File: src/include/rtc_alarm_consts.vh
// Register offsets, field positions and reset values for the alarm block
`ifndef RTC_ALARM_CONSTS_VH
`define RTC_ALARM_CONSTS_VH

// Register offsets on the register port
`define ALARM1_SECONDS_OFS     8'h47
`define ALARM1_MINUTES_OFS     8'h48
`define ALARM1_HOURS_OFS       8'h49
`define ALARM1_DAY_OR_DATE_OFS 8'h4A
`define ALARM2_SECONDS_OFS     8'h4B
`define ALARM2_MINUTES_OFS     8'h4C
`define ALARM2_HOURS_OFS       8'h4D
`define ALARM2_DAY_OR_DATE_OFS 8'h4E
`define ALARM_FIRST_OFS        8'h47
`define ALARM_LAST_OFS         8'h4E

// Register index within one alarm's group of four
`define IDX_SEC                2'h0
`define IDX_MIN                2'h1
`define IDX_HR                 2'h2
`define IDX_DAY                2'h3

// Field positions
`define MASK_BIT               7
`define UNITS_MSB              3
`define UNITS_LSB              0
`define TENS_MSB               6
`define TENS_LSB               4
`define HR_TENS_LSB_BIT        4
`define HR_AFTERNOON_BIT       5
`define HR_TWELVE_SEL_BIT      6
`define DATE_TENS_MSB          5
`define DATE_TENS_LSB          4
`define WEEKDAY_SEL_BIT        6

// Reset values
`define ALARM_REG_RESET        8'h00
`define FLAG_RESET             1'h0
`define RDATA_RESET            8'h00

`endif
File: src/design/alarm_compare.v
// Match logic for one alarm against the current time counters
`include "rtc_alarm_consts.vh"

module alarm_compare (
    input  wire [7:0] alm_sec,    // Alarm seconds register
    input  wire [7:0] alm_min,    // Alarm minutes register
    input  wire [7:0] alm_hr,     // Alarm hours register
    input  wire [7:0] alm_day,    // Alarm day-or-date register
    input  wire [7:0] time_sec,   // Current seconds, BCD
    input  wire [7:0] time_min,   // Current minutes, BCD
    input  wire [7:0] time_hr,    // Current hours, BCD with format bits
    input  wire [7:0] time_day,   // Current weekday, BCD 1..7
    input  wire [7:0] time_date,  // Current day of month, BCD
    output wire       match       // All unmasked fields equal
);

    wire sec_eq;
    wire min_eq;
    wire hr_eq;
    wire day_eq;

    // Seconds and minutes: units plus three tens bits
    assign sec_eq = (alm_sec[`TENS_MSB:`UNITS_LSB] ==
                     time_sec[`TENS_MSB:`UNITS_LSB]);
    assign min_eq = (alm_min[`TENS_MSB:`UNITS_LSB] ==
                     time_min[`TENS_MSB:`UNITS_LSB]);

    // Hours: format bit compared too, so 12h alarms never hit 24h time
    assign hr_eq = (alm_hr[`HR_TWELVE_SEL_BIT:`UNITS_LSB] ==
                    time_hr[`HR_TWELVE_SEL_BIT:`UNITS_LSB]);

    // Day of week uses low nibble only; date uses tens and units
    assign day_eq = alm_day[`WEEKDAY_SEL_BIT] ?
        (alm_day[`UNITS_MSB:`UNITS_LSB] ==
         time_day[`UNITS_MSB:`UNITS_LSB]) :
        (alm_day[`DATE_TENS_MSB:`UNITS_LSB] ==
         time_date[`DATE_TENS_MSB:`UNITS_LSB]);

    // A set mask bit removes its field from the comparison
    assign match = (alm_sec[`MASK_BIT] | sec_eq) &
                   (alm_min[`MASK_BIT] | min_eq) &
                   (alm_hr[`MASK_BIT]  | hr_eq)  &
                   (alm_day[`MASK_BIT] | day_eq);

endmodule // alarm_compare

File: src/design/rtc_dual_alarm_match.v
// Dual time-of-day alarm registers, once-per-second match and flags
//
// Summary of operation
// Two alarms, each with own 8-bit registers
// Seconds: units [3:0], tens [6:4], mask bit7
// Minutes: units [3:0], tens [6:4], mask bit7
// Hours: units [3:0], tens lsb bit4, mask bit7
// Hours bit6 selects 12-hour or 24-hour
// Hours bit5 is afternoon or tens msb
// Day bit6 selects weekday or date; mask bit7
// Weekday mode: low nibble is day 1..7
// Date mode: low nibble is date units
// Day register bits [5:4] hold date tens
// Compare each second; match sets the flag
// Flag and enable drive interrupt until cleared
// Writing one clears flag; zero leaves it
// All masks clear: day, hour, min, sec
// Set mask bit drops its field from compare
// All alarm register fields reset to zero
`include "rtc_alarm_consts.vh"

module rtc_dual_alarm_match #(
    parameter NUM_ALARMS = 2                 // Independent alarms
) (
    input  wire       sys_clk,                // 125 MHz system clock
    input  wire       resetn,                 // Async reset, active low
    input  wire       reg_wr,                 // Register write strobe
    input  wire       reg_rd,                 // Register read strobe
    input  wire [7:0] reg_addr,               // Register offset
    input  wire [7:0] reg_wdata,              // Write data
    output wire [7:0] reg_rdata,              // Read data, registered
    input  wire       sec_tick,               // One pulse per second
    input  wire [7:0] time_sec,               // Current seconds, BCD
    input  wire [7:0] time_min,               // Current minutes, BCD
    input  wire [7:0] time_hr,                // Current hours, BCD
    input  wire [7:0] time_day,               // Current weekday, BCD
    input  wire [7:0] time_date,              // Current date, BCD
    input  wire       alarm1_irq_enable,      // Alarm 1 interrupt enable
    input  wire       alarm2_irq_enable,      // Alarm 2 interrupt enable
    input  wire       flag_clr_wr,            // Status write strobe
    input  wire [1:0] flag_clr_data,          // One bit per flag, 1 clears
    output wire       alarm1_match_flag,      // Alarm 1 matched
    output wire       alarm2_match_flag,      // Alarm 2 matched
    output wire       alarm_irq               // Interrupt, active high
);

    localparam ALARM2_BASE = 4;               // First storage index of alarm 2

    reg                   rst_sync1_ff;
    reg                   rst_sync2_ff;
    wire                  rst_n;
    reg  [7:0]            alarm_regs_ff [0:4*NUM_ALARMS-1];
    reg  [7:0]            rdata_ff;
    reg  [7:0]            nxt_rdata;
    reg  [NUM_ALARMS-1:0] flag_ff;
    wire [NUM_ALARMS-1:0] match;
    wire [NUM_ALARMS-1:0] irq_en;
    wire [NUM_ALARMS-1:0] clr_req;
    wire                  addr_hit;
    wire [7:0]            addr_ofs;
    wire [2:0]            reg_idx;
    // Named field views of the value registers
    wire [3:0]            alarm1_sec_units;
    wire [2:0]            alarm1_sec_tens;
    wire                  alarm1_mask_sec;
    wire [3:0]            alarm2_sec_units;
    wire [2:0]            alarm2_sec_tens;
    wire                  alarm2_mask_sec;
    wire [3:0]            alarm1_min_units;
    wire [2:0]            alarm1_min_tens;
    wire                  alarm1_mask_min;
    wire [3:0]            alarm2_min_units;
    wire [2:0]            alarm2_min_tens;
    wire                  alarm2_mask_min;
    wire [3:0]            alarm1_hr_units;
    wire                  alarm1_hr_tens_lsb;
    wire                  alarm1_afternoon_or_tens_msb;
    wire                  alarm1_twelve_hour_sel;
    wire                  alarm1_mask_hr;
    wire [3:0]            alarm2_hr_units;
    wire                  alarm2_hr_tens_lsb;
    wire                  alarm2_afternoon_or_tens_msb;
    wire                  alarm2_twelve_hour_sel;
    wire                  alarm2_mask_hr;
    wire [3:0]            alarm1_weekday_or_date_units;
    wire [1:0]            alarm1_date_tens;
    wire                  alarm1_weekday_sel;
    wire                  alarm1_mask_daydate;
    wire [3:0]            alarm2_weekday_or_date_units;
    wire [1:0]            alarm2_date_tens;
    wire                  alarm2_weekday_sel;
    wire                  alarm2_mask_daydate;
    wire [7:0]            cmp_sec [0:NUM_ALARMS-1];
    wire [7:0]            cmp_min [0:NUM_ALARMS-1];
    wire [7:0]            cmp_hr  [0:NUM_ALARMS-1];
    wire [7:0]            cmp_day [0:NUM_ALARMS-1];

    // Reset release through two flops; assertion stays asynchronous
    always @(posedge sys_clk or negedge resetn) begin
        if (!resetn) begin
            rst_sync1_ff <= 1'b0;
            rst_sync2_ff <= 1'b0;
        end else begin
            rst_sync1_ff <= 1'b1;
            rst_sync2_ff <= rst_sync1_ff;
        end
    end
    assign rst_n = rst_sync2_ff;

    // Address decode onto the eight value registers
    assign addr_hit = (reg_addr >= `ALARM_FIRST_OFS) &&
                      (reg_addr <= `ALARM_LAST_OFS);
    assign addr_ofs = reg_addr - `ALARM_FIRST_OFS;
    assign reg_idx  = addr_ofs[2:0];

    // Value register storage, written whole; all bits plain read/write
    genvar gi;
    generate
        for (gi = 0; gi < 4*NUM_ALARMS; gi = gi + 1) begin : g_reg
            always @(posedge sys_clk or negedge rst_n) begin
                if (!rst_n) begin
                    alarm_regs_ff[gi] <= `ALARM_REG_RESET;
                end else if (reg_wr && addr_hit &&
                             (reg_idx == gi)) begin
                    alarm_regs_ff[gi] <= reg_wdata;
                end
            end
        end
    endgenerate

    // Read mux; offsets outside the alarm group read as zero
    always @* begin
        if (addr_hit) begin
            nxt_rdata = alarm_regs_ff[reg_idx];
        end else begin
            nxt_rdata = 8'h00;
        end
    end

    // Read data held until the next read strobe
    always @(posedge sys_clk or negedge rst_n) begin
        if (!rst_n) begin
            rdata_ff <= `RDATA_RESET;
        end else if (reg_rd) begin
            rdata_ff <= nxt_rdata;
        end
    end
    assign reg_rdata = rdata_ff;

    // Seconds fields; field positions are stated once, here
    assign alarm1_sec_units =
        alarm_regs_ff[`IDX_SEC][`UNITS_MSB:`UNITS_LSB];
    assign alarm1_sec_tens =
        alarm_regs_ff[`IDX_SEC][`TENS_MSB:`TENS_LSB];
    assign alarm1_mask_sec =
        alarm_regs_ff[`IDX_SEC][`MASK_BIT];
    assign alarm2_sec_units =
        alarm_regs_ff[ALARM2_BASE+`IDX_SEC][`UNITS_MSB:`UNITS_LSB];
    assign alarm2_sec_tens =
        alarm_regs_ff[ALARM2_BASE+`IDX_SEC][`TENS_MSB:`TENS_LSB];
    assign alarm2_mask_sec =
        alarm_regs_ff[ALARM2_BASE+`IDX_SEC][`MASK_BIT];

    // Minutes fields
    assign alarm1_min_units =
        alarm_regs_ff[`IDX_MIN][`UNITS_MSB:`UNITS_LSB];
    assign alarm1_min_tens =
        alarm_regs_ff[`IDX_MIN][`TENS_MSB:`TENS_LSB];
    assign alarm1_mask_min =
        alarm_regs_ff[`IDX_MIN][`MASK_BIT];
    assign alarm2_min_units =
        alarm_regs_ff[ALARM2_BASE+`IDX_MIN][`UNITS_MSB:`UNITS_LSB];
    assign alarm2_min_tens =
        alarm_regs_ff[ALARM2_BASE+`IDX_MIN][`TENS_MSB:`TENS_LSB];
    assign alarm2_mask_min =
        alarm_regs_ff[ALARM2_BASE+`IDX_MIN][`MASK_BIT];

    // Hours fields; bit 5 means afternoon or tens msb by format
    assign alarm1_hr_units =
        alarm_regs_ff[`IDX_HR][`UNITS_MSB:`UNITS_LSB];
    assign alarm1_hr_tens_lsb =
        alarm_regs_ff[`IDX_HR][`HR_TENS_LSB_BIT];
    assign alarm1_afternoon_or_tens_msb =
        alarm_regs_ff[`IDX_HR][`HR_AFTERNOON_BIT];
    assign alarm1_twelve_hour_sel =
        alarm_regs_ff[`IDX_HR][`HR_TWELVE_SEL_BIT];
    assign alarm1_mask_hr =
        alarm_regs_ff[`IDX_HR][`MASK_BIT];
    assign alarm2_hr_units =
        alarm_regs_ff[ALARM2_BASE+`IDX_HR][`UNITS_MSB:`UNITS_LSB];
    assign alarm2_hr_tens_lsb =
        alarm_regs_ff[ALARM2_BASE+`IDX_HR][`HR_TENS_LSB_BIT];
    assign alarm2_afternoon_or_tens_msb =
        alarm_regs_ff[ALARM2_BASE+`IDX_HR][`HR_AFTERNOON_BIT];
    assign alarm2_twelve_hour_sel =
        alarm_regs_ff[ALARM2_BASE+`IDX_HR][`HR_TWELVE_SEL_BIT];
    assign alarm2_mask_hr =
        alarm_regs_ff[ALARM2_BASE+`IDX_HR][`MASK_BIT];

    // Day-or-date fields; the low nibble's meaning follows bit 6
    assign alarm1_weekday_or_date_units =
        alarm_regs_ff[`IDX_DAY][`UNITS_MSB:`UNITS_LSB];
    assign alarm1_date_tens =
        alarm_regs_ff[`IDX_DAY][`DATE_TENS_MSB:`DATE_TENS_LSB];
    assign alarm1_weekday_sel =
        alarm_regs_ff[`IDX_DAY][`WEEKDAY_SEL_BIT];
    assign alarm1_mask_daydate =
        alarm_regs_ff[`IDX_DAY][`MASK_BIT];
    assign alarm2_weekday_or_date_units =
        alarm_regs_ff[ALARM2_BASE+`IDX_DAY][`UNITS_MSB:`UNITS_LSB];
    assign alarm2_date_tens =
        alarm_regs_ff[ALARM2_BASE+`IDX_DAY][`DATE_TENS_MSB:`DATE_TENS_LSB];
    assign alarm2_weekday_sel =
        alarm_regs_ff[ALARM2_BASE+`IDX_DAY][`WEEKDAY_SEL_BIT];
    assign alarm2_mask_daydate =
        alarm_regs_ff[ALARM2_BASE+`IDX_DAY][`MASK_BIT];

    // Compare words rebuilt from the fields, one set per alarm
    assign cmp_sec[0] = {alarm1_mask_sec, alarm1_sec_tens, alarm1_sec_units};
    assign cmp_min[0] = {alarm1_mask_min, alarm1_min_tens, alarm1_min_units};
    assign cmp_hr[0]  = {alarm1_mask_hr, alarm1_twelve_hour_sel,
                         alarm1_afternoon_or_tens_msb,
                         alarm1_hr_tens_lsb, alarm1_hr_units};
    assign cmp_day[0] = {alarm1_mask_daydate, alarm1_weekday_sel,
                         alarm1_date_tens, alarm1_weekday_or_date_units};
    assign cmp_sec[1] = {alarm2_mask_sec, alarm2_sec_tens, alarm2_sec_units};
    assign cmp_min[1] = {alarm2_mask_min, alarm2_min_tens, alarm2_min_units};
    assign cmp_hr[1]  = {alarm2_mask_hr, alarm2_twelve_hour_sel,
                         alarm2_afternoon_or_tens_msb,
                         alarm2_hr_tens_lsb, alarm2_hr_units};
    assign cmp_day[1] = {alarm2_mask_daydate, alarm2_weekday_sel,
                         alarm2_date_tens, alarm2_weekday_or_date_units};

    // Enables and clear bits, bit i belongs to alarm i+1
    assign irq_en  = {alarm2_irq_enable, alarm1_irq_enable};
    assign clr_req = {NUM_ALARMS{flag_clr_wr}} & flag_clr_data;

    // One comparator and one sticky flag per alarm
    generate
        for (gi = 0; gi < NUM_ALARMS; gi = gi + 1) begin : g_alarm
            alarm_compare u_cmp (
                .alm_sec   (cmp_sec[gi]),
                .alm_min   (cmp_min[gi]),
                .alm_hr    (cmp_hr[gi]),
                .alm_day   (cmp_day[gi]),
                .time_sec  (time_sec),
                .time_min  (time_min),
                .time_hr   (time_hr),
                .time_day  (time_day),
                .time_date (time_date),
                .match     (match[gi])
            );

            // Set wins over a clear in the same cycle, so no match is lost
            always @(posedge sys_clk or negedge rst_n) begin
                if (!rst_n) begin
                    flag_ff[gi] <= `FLAG_RESET;
                end else if (sec_tick && match[gi]) begin
                    flag_ff[gi] <= 1'b1;
                end else if (clr_req[gi]) begin
                    flag_ff[gi] <= 1'b0;
                end
            end
        end
    endgenerate

    // Flags leave straight from their flops
    assign alarm1_match_flag = flag_ff[0];
    assign alarm2_match_flag = flag_ff[1];

    // Interrupt is a level that follows flags, so it holds until cleared
    assign alarm_irq = |(flag_ff & irq_en);

endmodule // rtc_dual_alarm_match

File: config.mk
export PLATFORM = sky130hd
export DESIGN_NAME = rtc_dual_alarm_match
export DESIGN_NICKNAME = d
export VERILOG_FILES = /design/src/design/alarm_compare.v /design/src/design/rtc_dual_alarm_match.v
export VERILOG_INCLUDE_DIRS = /design/src /design/src/include
export SDC_FILE = /design/constraint.sdc
export NUM_CORES = 1
export LEC_CHECK = 0
export ABC_AREA = 0
export BUFFER_PORTS_ARGS = -buffer_cell sky130_fd_sc_hd__buf_2
export CORE_MARGIN = 4
export CORE_UTILIZATION = 26
export CTS_BUF_LIST = sky130_fd_sc_hd__clkbuf_4
export CTS_CLUSTER_SIZE = 40
export DETAILED_ROUTE_END_ITERATION = 16
export GPL_TIMING_DRIVEN = 0
export MAX_ROUTING_LAYER = met4
export PLACE_DENSITY = 0.49
export SETUP_SLACK_MARGIN = 0.3
export SYNTH_ARGS = -nofsm -noshare
export SYNTH_HDL_FRONTEND = slang
export SYNTH_HIERARCHICAL = 1
export SYNTH_SLANG_ARGS = --single-unit
File: constraint.sdc
create_clock -name sys_clk -period 3.4 [get_ports sys_clk]
set_clock_uncertainty 0.15 [all_clocks]
set_input_delay 0.68 -clock sys_clk [delete_from_list [all_inputs] [get_ports sys_clk]]
set_output_delay 0.68 -clock sys_clk [all_outputs]
set_load 0.01 [all_outputs]
[After elaboration in Yosys (flattened, before gate mapping)]
Index checks and enable logic that the tools add are counted.
Word-level totals
  register bits after elaboration: 76
Cells by class
  $add $sub $neg: 1
  magnitude comparators: 3
  equality and inequality tests: 17
  mux-type cells: 10
  bitwise logic cells: 17
  reduce and logical (&&, ||, !) cells: 16
Operators by type and width (number)
  $eq A7 B7 Y1: 6
  $bmux W8 S3: 1
  $mux W8: 3
  $eq A3 B3 Y1 const B: 4
  $eq A6 B6 Y1: 2
  $logic_and A1 B1 Y1: 12
  $eq A4 B4 Y1: 2
  $ge A8 B7 Y1 const B: 1
  $le A8 B7 Y1 const B: 1
  $or A1 B1 Y1: 8
  $and A1 B1 Y1: 6
  $eq A3 B2 Y1 const B: 2
  $mux W1: 6
  $and A2 B2 Y2: 2
  $ge A4 B4 Y1 const B: 1
  $not A3 Y4: 1
  $reduce_bool A2 Y1: 2
  $eq A3 B1 Y1 const B: 1
  $logic_not A3 Y1: 1
  $sub A3 B3 Y3 const B: 1
  $reduce_or A2 Y1: 1

[Longest topological paths before layout]
Gate-level depths: netlist of the first run.
  depth after elaboration: 7
  gate-level depth with buffers: 8
  gate-level depth less buffers: 6

[Hierarchy]
Netlist of the first run, hierarchy kept.
Modules (own cells, without submodules)
  rtc_dual_alarm_match: times used 1, cells each 262, area each 3612.2 um2, sequential area each 1901.8 um2
  alarm_compare: times used 2, cells each 43, area each 361.6 um2, sequential area each 0.0 um2

[Least setup slack after synthesis of the first run]
Ideal clock, no wire load.
  path kind: input to register
  start point: input reg_addr[0]
  end point: register alarm_regs_ff (netlist bit alarm1_afternoon_or_tens_msb)
  library setup time: 125 ps
  arrival: 2409 ps
  required time: 3125 ps
  path slack: 716 ps
  stages on the path: 5
  buffers on the path: 0
  cells stage by stage: ha_1 -> or3b_4 -> a2111oi_4 -> nand2_4 -> mux2_4
Between the ends
  word-level cells in the longest chain between the ends: 4
  elaborated cells on any way between the ends: 7
  classes of those cells: 1 x add/sub; 2 x order compare; 1 x eq/ne; 3 x reduce/logical
Ends and longest elaborated chain
  start: declaration: RTL line rtc_dual_alarm_match.v:29  | input wire [7:0] reg_addr,
  $ge A8 B7 Y1 (no source line) or $le A8 B7 Y1 (tied branches)
  $logic_and A1 B1 Y1: RTL line rtc_dual_alarm_match.v:111  | assign addr_hit = (reg_addr >= `ALARM_FIRST_OFS) &&
  $logic_and A1 B1 Y1: RTL line rtc_dual_alarm_match.v:123  | end else if (reg_wr && addr_hit &&
  $logic_and A1 B1 Y1 *: RTL line rtc_dual_alarm_match.v:123
  end signal: indexed assignment: RTL line rtc_dual_alarm_match.v:122  | alarm_regs_ff[gi] <= `ALARM_REG_RESET;
  end signal: indexed assignment: RTL line rtc_dual_alarm_match.v:125  | alarm_regs_ff[gi] <= reg_wdata;
  end: declaration: RTL line rtc_dual_alarm_match.v:52  | reg [7:0] alarm_regs_ff [0:4*NUM_ALARMS-1];
Every way passes the cells marked *; elsewhere a longest branch is shown, timed or not.
A chain may end at the register's enable or synchronous reset.

[Worst setup path in the final report of the first run]
  start point: input reg_addr[0]
  end point: register rdata_ff[2], in the netlist reg_rdata[2]
Between the ends
  word-level cells in the longest chain between the ends: 6
  elaborated cells on any way between the ends: 9
  classes of those cells: 1 x add/sub; 2 x order compare; 4 x mux; 1 x bitwise; 1 x reduce/logical
Ends and longest elaborated chain
  $sub A3 B3 Y3 (no source line)
  $not A3 Y4 (not written as such): RTL line rtc_dual_alarm_match.v:134  | nxt_rdata = alarm_regs_ff[reg_idx];
  $bmux W8 S3: RTL line rtc_dual_alarm_match.v:134
  $mux W8 (not written as such) (2 in a row): RTL line rtc_dual_alarm_match.v:134
  $mux W8 *: RTL line rtc_dual_alarm_match.v:133  | if (addr_hit) begin
  end signal: assignment: RTL line rtc_dual_alarm_match.v:143  | rdata_ff <= `RDATA_RESET;
  end signal: assignment: RTL line rtc_dual_alarm_match.v:145  | rdata_ff <= nxt_rdata;
  end: declaration: RTL line rtc_dual_alarm_match.v:53  | reg [7:0] rdata_ff;
Every way passes the cells marked *; elsewhere a longest branch is shown, timed or not. The select of a mux whose other input is x is not followed.

==> results.md, run 1 <==
- Ys flop type: dfrtp_1
- Tmin final: 2880 ps
- Total GRT Usage: 0.141
- Final hold violation count: 0
- Number of synthesized flops with an enable pin: 0
- Max VDD drop: 0.130 mV
- Met1 GRT Util: 0.176
- Vias: 3072
- Max Cap Viol: 0
- Rel. slew slack: 0.344
- Post-DRT Antenna Nets: 0
- Status: completed
- Routed WL: 12600 um
- CTS tree: done
- Maximum clock insertion buffer count: 2
- Syn Nets: 419
- Met2 Use GR: 0.226
- Max frequency: 0.347 GHz
- GP Congestion: 0.828
- RR Startpoint: alarm1_date_tens[1]
- # DRC: 0
- Max FFs per register: 8
- Yosys Warn Count: 6
- Reg2reg path depth: 6
- Initial antenna violation count: 1
- Synth Instances: 348
- Most common cell in the synthesized netlist: dfrtp_1
- Simple-gate portion of the synthesized area: 0.103
- Post-Layout Cell Count: 649
- Crit path DAT: 3100 ps
- Tcrit/Tclk final: 0.847
- Worst setup path endpoint: reg_rdata[2]
- Post-synth top area cell: dfrtp_1
- Synth cell count leaders: 76 x dfrtp_1, 40 x mux2_2, 39 x xor2_1
- Post-Synth Adder-Cell Area: 0.0144
- Largest family of logic cells by synthesized area: multiplexers
- DRT iter0 DRCs: 111
- Root Buffer: clkbuf_4
- RSZ-0062 raised after global routing: no
- CTS Buf Count: 9
- Share of cells above drive strength 1: 0.396
- Chip width: 137 um
- Ys async rst share: 1.00
- Routed wire length per instance: 19.4 um
- Worst Path Max Fanout: 10
- Post-CTS setup repair buffer count: 0
- Largest net degree at the start of global routing: 62
- Worst hold path class: flop to asynchronous set/reset pin
- Met3 global-route usage: 0.0305
- I/O pin cnt: 77
- Crit path launch type: input port
- Initial Util: 0.269
- Vias per inst: 4.73
- Clk pin slew, worst setup/hold paths: 120 ps
- P per Cell Area: 391 nW/um^2
- Clock Latency Late Sink: 430 ps
- First-pass GRT wire length: 19000 um
- Top area cells in the synthesized netlist: dfrtp_1 44%, mux2_2 10%, mux2_4 8.3%
- Vias in the first global route: 3290
- Overall Power: 2.02 mW
- Dpl hpwl: 9530 um
- PortBufs: 66
- Mux cell area share after synthesis: 0.232
- Worst R2R End: alarm1_match_flag
- Required arrival time at the worst endpoint: 3620 ps
- Syn_area_per_cell: 12.5 um^2
- GR peak layer: met2
- Initial DRT Pass Iterations: 4
- Post-synthesis compound-gate area fraction: 0.0670
- Worst setup path start: reg_addr[0]
- Hold slack: 44.2 ps
- Final Max Slew Viols: 0
- Share of the synthesized area in the top cell type: 0.439
- Filler cell count in the final layout: 1643
- Die Y: 137 um
- Die area: 18800 um^2
- Yosys cell types: 41
- Worst Max-Slew Pin Slew: 977 ps
- R2R setup slack: 1390 ps
- Crit path capture type: flop
- Core Area: 16100 um^2
- Mapped cell area: 4340 um^2
- Share of the yosys chip area belonging to registers: 0.439
- Count of final setup violators: 0
- WS Path Type: input port to flop
- Site row count: 46
- Placed Instances: 631
- Synth Area in XOR/XNOR: 0.129
- P&R area growth vs syn: 19.1%
- Clk sinks: 76
- Overflow after GRT: 0
- Flops & latches, synth: 76
- Nets: 498
- LEAKAGE: 2.52 nW
- H-tree depth: 3
metrics by stage:
stage | cell area (um^2) | TNS (ps) | worst slack (ps) | utilization
final | 5160 | 0 | 519 | 0.320
after global routing | 5160 | 0 | 403 | 0.320
after CTS | 5160 | 0 | 451 | 0.320
after detailed placement | 4970 | -42.8 | -31.9 | 0.308
after global placement | 4940 | -885 | -37.7 | 0.306
after floorplan | 4340 | 0 | 716 | -
how the worst min path moves through the flow:
stage	cells past startpoint	endpoint	slack [ps]	from
2_1_floorplan	0	rst_n	180	rst_sync1_ff
3_3_place_gp	0	rst_n	190	rst_sync1_ff
3_5_place_dp	0	alarm1_min_tens[1]	40	rst_n
4_1_cts	0	alarm1_min_tens[1]	50	rst_n
5_1_grt	0	alarm1_min_tens[1]	70	rst_n
6_report	0	alarm1_min_tens[1]	40	rst_n
cells in the final DEF (no fill, tap or decap), drive strengths merged, types with 4 or more instances in the layout:
cell and instances:
a22oi 7, a32o 7, nand4 14, xnor2 25, a31oi 7, dfrtp 76
mux2i 15, xor2 39, clkbuf 17, ha 5, nor3 5, nand2 35
buf 70, inv 4, nor4 8, mux2 64
worst max-delay path: stages:
cell and delay (ps):
buf_2 190, clkbuf_1 420, inv_1 170, ha_1 360
clkbuf_1 470, nor2_2 190, a22oi_1 390, a32o_1 230
layout make-up:
| class | count | area [um^2] | share of cell area |
|---|---|---|---|
| clock inverters | 5 | 100 | 0.0194 |
| multi-input cells | 258 | 2370 | 0.460 |
| repair buffers | 68 | 368 | 0.0712 |
| clock buffers | 11 | 82.6 | 0.0160 |
| diodes | 1 | 2.50 | 0.000484 |
| flip-flops and latches | 76 | 1910 | 0.369 |
| inverters | 5 | 18.8 | 0.00363 |
| plain buffers | 9 | 43.8 | 0.00848 |
| well taps | 216 | 270 | 0.0523 |
routing by layer:
metal  up-vias  part of all wire
met1      1541              0.43
met4         0             0.021
met2        74              0.49
met3        17             0.058
li1       1440                 -
met5         -                 0
repair_timing:
action                                  CTS  global route
endpoints found under the setup margin    0             2
hold endpoints to repair                  2             0
resized for setup                         0             1
hold buffers                              1             0
where the power goes:
part / total (mW) / internal [mW] / switching, mW
Sequential: 0.994 / 0.946 / 0.0478
Combinational: 0.317 / 0.146 / 0.171
Clock: 0.708 / 0.387 / 0.321
cell families after synthesis:
logic type / Yosys count
mux: 81
simple gates: 73
compound gates: 34
xor+xnor: 64
buf+inv: 14
flops: 76
other cells: 1
fa+ha+maj: 5
(Power assumes the default switching activity.)
==> inputs of run 2 (changes only) <==
--- a/config.mk
+++ b/config.mk
@@ -15,7 +15,7 @@
 export DETAILED_ROUTE_END_ITERATION = 16
 export GPL_TIMING_DRIVEN = 0
 export MAX_ROUTING_LAYER = met4
-export PLACE_DENSITY = 0.49
+export PLACE_DENSITY = 0.51
 export SETUP_SLACK_MARGIN = 0.3
 export SYNTH_ARGS = -nofsm -noshare
 export SYNTH_HDL_FRONTEND = slang
==> constraint.sdc (replaced) <==
create_clock -name sys_clk -period 2.4 [get_ports sys_clk]
set_clock_uncertainty 0.15 [all_clocks]
set_input_delay 0.48 -clock sys_clk [delete_from_list [all_inputs] [get_ports sys_clk]]
set_output_delay 0.48 -clock sys_clk [all_outputs]
set_load 0.01 [all_outputs]
==> run 2 against run 1 <==
Effect of this change:
- utilization rose by 1.8 points
- wire length fell by 0.93%
- hold slack got worse by 19 ps
- cell count rose by 0.46%
- clock power rose by 75%
- critical path depth rose by 1
- critical path type unchanged
- die area did not move
- largest power group unchanged
- count of clock-buffer cells in the layout fell by 1
- non-clock buffer count rose by 4
- cell area rose by 5.5%
==> results.md, run 2 (synthesis gave the netlist of run 1 again) <==
- Commonest non-fill, non-tap cell in the layout: dfrtp_1 (unchanged)
- Max Cap Viol: 0 (unchanged)
- Nets: 502 (was 498)
- Clk pin slew, worst setup/hold paths: 130 ps (was 120 ps)
- First-pass GRT wire length: 19100 um (was 19000 um)
- Tmin final: 2100 ps
- LEAKAGE: 2.56 nW (was 2.52 nW)
- Crit path DAT: 2280 ps (was 3100 ps)
- DRT iter0 DRCs: 161 (was 111)
- Crit path capture type: flop (unchanged)
- Reported net switching power: 0.807 mW (was 0.539 mW)
- H-tree depth: 3 (unchanged)
- Routed WL: 12500 um (was 12600 um)
- Switching share of power: 0.258 (was 0.267)
- Rel. slew slack: 0.615 (was 0.344)
- Count of final setup violators: 0 (unchanged)
- Filler cell count in the final layout: 1657 (was 1643)
- Vias: 3033 (was 3072)
- PortBufs: 66 (unchanged)
- Part of the power in registers: 0.452 (was 0.492)
- CTS Buf Count: 9 (unchanged)
- Placed Instances: 631 (unchanged)
- Clk sinks: 76 (unchanged)
- P per Cell Area: 572 nW/um^2 (was 391 nW/um^2)
- Core Area: 16100 um^2 (unchanged)
- Chip width: 137 um (unchanged)
- WS Path Type: input port to flop (unchanged)
- Final Max Slew Viols: 0 (unchanged)
- Tcrit/Tclk final: 0.873
- Initial Util: 0.269 (unchanged)
- RSZ-0062 raised after global routing: no (unchanged)
- Initial DRT Pass Iterations: 4 (unchanged)
- Final hold violation count: 0 (unchanged)
- # DRC: 0 (unchanged)
- Antenna diodes: 0 (was 1)
- CTS tree: done (unchanged)
- Dpl hpwl: 9500 um (was 9530 um)
- Status: completed (unchanged)
- Total GRT Usage: 0.142 (was 0.141)
- Post-layout util: 0.338 (was 0.320)
- Max FFs per register: 8 (unchanged)
- Root Buffer: clkbuf_4 (unchanged)
- Setup TNS: 0 ps (unchanged)
- Clock network fraction of design power: 0.396 (was 0.351)
- Largest net degree at the start of global routing: 62 (unchanged)
- Overflow after GRT: 0 (unchanged)
- Worst hold path class: flop to asynchronous set/reset pin (unchanged)
- Worst Path Max Fanout: 8 (was 10)
- Worst Max-Slew Pin Slew: 577 ps (was 977 ps)
- Vias per inst: 4.65 (was 4.73)
- Required arrival time at the worst endpoint: 2580 ps (was 3620 ps)
- Die area: 18800 um^2 (unchanged)
- Leading cell types in the layout, fill and taps excluded: 75 x dfrtp_1, 66 x buf_2, 39 x mux2_2 (was 75 x dfrtp_1, 68 x buf_2, 40 x mux2_2)
- Vias in the first global route: 3200 (was 3290)
- Clock Latency Late Sink: 450 ps (was 430 ps)
- Die Y: 137 um (unchanged)
- I/O pin cnt: 77 (unchanged)
- Post-DRT Antenna Nets: 0 (unchanged)
- Post-Layout Cell Count: 652 (was 649)
- P&R area growth vs syn: 25.7% (was 19.1%)
- Initial antenna violation count: 0 (was 1)
- Maximum clock insertion buffer count: 2 (unchanged)
- Crit path launch type: input port (unchanged)
- Share of cells above drive strength 1: 0.445 (was 0.396)
- Site row count: 46 (unchanged)
- Max frequency: 0.477 GHz
- GP Congestion: 0.863 (was 0.828)
- Routed wire length per instance: 19.1 um (was 19.4 um)
- Comb power frac: 0.152 (was 0.157)
- Max VDD drop: 0.210 mV (was 0.130 mV)
- Internal: 2.31 mW (was 1.48 mW)
## run 2: layout make-up
class | count | area [um^2] | area share
inverters | 5 | 18.8 | 0.00344
multi-input cells | 258 | 2530 | 0.465
repair buffers | 72 | 417 | 0.0764
well taps | 216 | 270 | 0.0496
clock inverters | 6 | 159 | 0.0291
clock buffers | 10 | 75.1 | 0.0138
plain buffers | 9 | 73.8 | 0.0135
flip-flops and latches | 76 | 1910 | 0.350
## run 2: path summary, 6_finish.rpt
path | start | to | slack, ps | cells past startpoint
hold / removal | rst_n | alarm2_min_units[1] | 30 | 0
max in group asynchronous | rst_n | alarm2_weekday_or_date_units[2] | 1480 | 1
min in group sys_clk | sec_tick | alarm2_match_flag | 130 | 2
hold reg to reg | rst_n | alarm2_min_units[1] | 30 | 0
setup / recovery | reg_addr[0] | alarm2_sec_units[2] | 300 | 9
setup reg to reg | alarm2_date_tens[1] | alarm2_match_flag | 370 | 6
## run 2: timing repair
item	4_1_cts	5_1_grt
endpoints found under the hold margin	2	0
setup endpoints to repair	58	64
resized for setup	15	20
cloned	0	0
hold buffers	1	0
pin swaps	1	3
setup buffers	1	3
## run 2: worst max-delay path: stages
cell and delay (ps):
clkbuf_4 180, buf_8 140, inv_2 70, ha_1 160, and4b_2 270, nor3_4 200
buf_12 140, nand4_4 250, mux2_4 380
## run 2: per-stage QoR
stage / cell area [um^2] / setup slack (ps) / power, mW / hold slack (ps)
2_1_floorplan: 4370 / 86.2 / 1.69 / 34.4
3_3_place_gp: 4970 / -503 / 1.87 / 117
3_5_place_dp: 5000 / -533 / 1.89 / 38.4
4_1_cts: 5330 / 240 / 3.15 / 26.9
5_1_grt: 5450 / 306 / 3.28 / 40.3
6_report: 5450 / 304 / 3.12 / 25.5
## run 2: power by group through the flow
stage | Sequential, mW | Clock, mW | Combinational (mW)
floorplan | 1.43 | 0 | 0.267
global placement | 1.45 | 0 | 0.418
detailed placement | 1.43 | 0 | 0.450
CTS | 1.41 | 1.27 | 0.467
global route | 1.42 | 1.34 | 0.520
finish | 1.41 | 1.24 | 0.475
## run 2: routing by layer
layer,part of all wire,track usage,routed length (um),vias to the layer above
met4,0.013,0.0449,163,0
met5,0,-,0,-
met1,0.49,0.194,6050,1522
met2,0.47,0.213,5810,61
li1,-,-,-,1437
met3,0.035,0.0254,439,13
==> inputs of run 3 (changes only) <==
--- a/config.mk
+++ b/config.mk
@@ -16,6 +16,7 @@
 export GPL_TIMING_DRIVEN = 0
 export MAX_ROUTING_LAYER = met4
 export PLACE_DENSITY = 0.51
+export REMOVE_ABC_BUFFERS = 1
 export SETUP_SLACK_MARGIN = 0.3
 export SYNTH_ARGS = -nofsm -noshare
 export SYNTH_HDL_FRONTEND = slang
==> run 3 against run 2 <==
Effect of this change:
- register-to-register slack better by 40 ps
- utilization is 1.0 points lower
- flip-flop and latch count stayed put
- wire length is 0.56% higher
- largest cell class unchanged
- highest routed layer unchanged
==> results.md, run 3 (synthesis gave the netlist of run 1 again) <==
- Nets: 494 (was 502)
- Clock Latency Late Sink: 450 ps (about the same)
- LEAKAGE: 2.50 nW (was 2.56 nW)
- Leading cell types in the layout, fill and taps excluded: 75 x dfrtp_1, 66 x buf_2, 40 x mux2_2 (was 75 x dfrtp_1, 66 x buf_2, 39 x mux2_2)
- Buf/Inv on CP: 2 (was 4)
- Status: completed (unchanged)
- Crit path capture type: flop (unchanged)
- H-tree depth: 3 (unchanged)
- Share of cells above drive strength 1: 0.423 (was 0.445)
- Overall Power: 2.76 mW (was 3.12 mW)
- Max incr delay on CP: 420 ps (was 380 ps)
- Worst Path Max Fanout: 15 (was 8)
- Final Max Slew Viols: 0 (unchanged)
- Post-layout util: 0.328 (was 0.338)
- Max FFs per register: 8 (unchanged)
- Worst Max-Slew Pin Slew: 509 ps (was 577 ps)
- Rel. slew slack: 0.657 (was 0.615)
- Max Cap Viol: 0 (unchanged)
- Worst-path cell chain: buf_4 > ha_4 > or3b_4 > a2111oi_4 > buf_6 > nand2_4 > mux2_4 (was clkbuf_4 > buf_8 > inv_2 > ha_1 > and4b_2 > nor3_4 > buf_12 > nand4_4 > mux2_4)
- Post-DRT Antenna Nets: 0 (unchanged)
- # DRC: 0 (unchanged)
- Placed instance area: 4990 um^2 (was 5000 um^2)
- Max stage delay cell, worst path: or3b_4 (was mux2_4)
- Die area: 18800 um^2 (unchanged)
- Root Buffer: clkbuf_4 (unchanged)
- Routed WL: 12500 um (about the same)
- Site row count: 46 (unchanged)
- Design area: 5290 um^2 (was 5450 um^2)
- Family with the most delay on the worst path: simple AND/OR/NAND/NOR gates (unchanged)
- Reg2reg path depth: 6 (unchanged)
- Vias: 3037 (was 3033)
- Internal: 1.98 mW (was 2.31 mW)
- Final hold violation count: 0 (unchanged)
- GP Congestion: 0.834 (was 0.863)
- P&R area growth vs syn: 22.0% (was 25.7%)
- CTS Buf Count: 9 (unchanged)
- Commonest non-fill, non-tap cell in the layout: dfrtp_1 (unchanged)
- Count of final setup violators: 0 (unchanged)
- Comb power frac: 0.176 (was 0.152)
- RSZ-0062 raised after global routing: yes (was no)
- Reported net switching power: 0.786 mW (was 0.807 mW)
- R2R setup slack: 410 ps (was 370 ps)
- Die Y: 137 um (unchanged)
- Vias in the first global route: 3222 (was 3200)
- First-pass GRT wire length: 19100 um (about the same)
- RR Startpoint: alarm1_date_tens[1] (was alarm2_date_tens[1])
- Core Area: 16100 um^2 (unchanged)
- Worst hold path class: flop to asynchronous set/reset pin (unchanged)
- Max VDD drop: 0.241 mV (was 0.210 mV)
- Crit path DAT: 2310 ps (was 2280 ps)
- Setup TNS: 0 ps (unchanged)
- Clk sinks: 76 (unchanged)
- Clock network fraction of design power: 0.314 (was 0.396)
- I/O pin cnt: 77 (unchanged)
- Total GRT Usage: 0.142 (about the same)
- Hold slack: 57.0 ps (was 25.5 ps)
- Routed wire length per instance: 19.4 um (was 19.1 um)
- Tcrit/Tclk final: 0.886 (was 0.873)
- Initial antenna violation count: 1 (was 0)
- P per Cell Area: 522 nW/um^2 (was 572 nW/um^2)
- Chip width: 137 um (unchanged)
- DRT iter0 DRCs: 175 (was 161)
- Worst R2R End: alarm1_match_flag (was alarm2_match_flag)
- Largest net degree at the start of global routing: 59 (was 62)
- Clk pin slew, worst setup/hold paths: 120 ps (was 130 ps)
- CTS tree: done (unchanged)
- PortBufs: 67 (was 66)
- Initial DRT Pass Iterations: 4 (unchanged)
- Required arrival time at the worst endpoint: 2580 ps (about the same)
- Overflow after GRT: 0 (unchanged)
- Tmin final: 2130 ps (was 2100 ps)
- Initial Util: 0.269 (unchanged)
- Dpl hpwl: 9200 um (was 9500 um)
- WS Path Type: input port to flop (unchanged)
- Part of the power in registers: 0.510 (was 0.452)
- Crit path launch type: input port (unchanged)
- Switching share of power: 0.284 (was 0.258)
- Maximum clock insertion buffer count: 2 (unchanged)
- Max frequency: 0.470 GHz (was 0.477 GHz)
- Vias per inst: 4.71 (was 4.65)
==> run 3: changes by cell type in the layout (fill, tap and decap cells not counted), moves of 3 or more <==
cell,before,now
a31oi_1,3,7
a31oi_2,3,0
bufinv_16,5,2
clkbuf_4,12,9
clkinv_1,1,4
==> run 3: worst max path at each step <==
stage | start | end | slack, ps | cells after the start
after floorplan | reg_addr[0] | alarm2_afternoon_or_tens_msb | -1090 | 4
after CTS | alarm2_date_tens[1] | alarm2_match_flag | 300 | 6
after global routing | reg_addr[0] | reg_rdata[5] | 240 | 7
final | reg_addr[0] | alarm1_hr_units[0] | 270 | 7
after detailed placement | reg_addr[0] | alarm2_weekday_or_date_units[2] | -910 | 7
after global placement | reg_addr[0] | alarm2_min_units[1] | -2880 | 5
==> run 3: what timing repair did <==
action	CTS	global route
endpoints found under the hold margin	2	0
resized for setup	10	12
setup buffers	2	0
setup endpoints to repair	64	37
pin swaps	2	4
hold buffers	1	0
==> run 3: power groups by stage <==
stage	clock [mW]	sequential [mW]	combinational (mW)
3_3_place_gp	0	1.45	0.416
4_1_cts	0.901	1.41	0.475
5_1_grt	0.945	1.42	0.527
6_report	0.868	1.41	0.486
3_5_place_dp	0	1.43	0.462
2_1_floorplan	0	1.43	0.258
==> run 3: final cells by class <==
type	count	area, um^2
sequential	76	1910
antenna	1	2.50
fill	1653	10800
inverter	5	18.8
timing repair buffer	73	437
clock inverter	7	81.3
tap	216	270
clock buffer	9	67.6
multi-input combinational	258	2510
==> run 3: per-layer routing <==
metal | global-route usage | part of all wire | vias to the layer above
li1 | - | - | 1429
met1 | 0.191 | 0.46 | 1517
met2 | 0.207 | 0.46 | 74
met3 | 0.0290 | 0.058 | 17
met4 | 0.0604 | 0.022 | 0
met5 | - | 0 | -
==> run 3: metrics by stage <==
| stage | setup slack (ps) | std cells |
|---|---|---|
| 4_1_cts | 305 | 644 |
| 2_1_floorplan | -1090 | 339 |
| 5_1_grt | 243 | 645 |
| 6_report | 274 | 645 |
| 3_3_place_gp | -2880 | 622 |
| 3_5_place_dp | -906 | 625 |
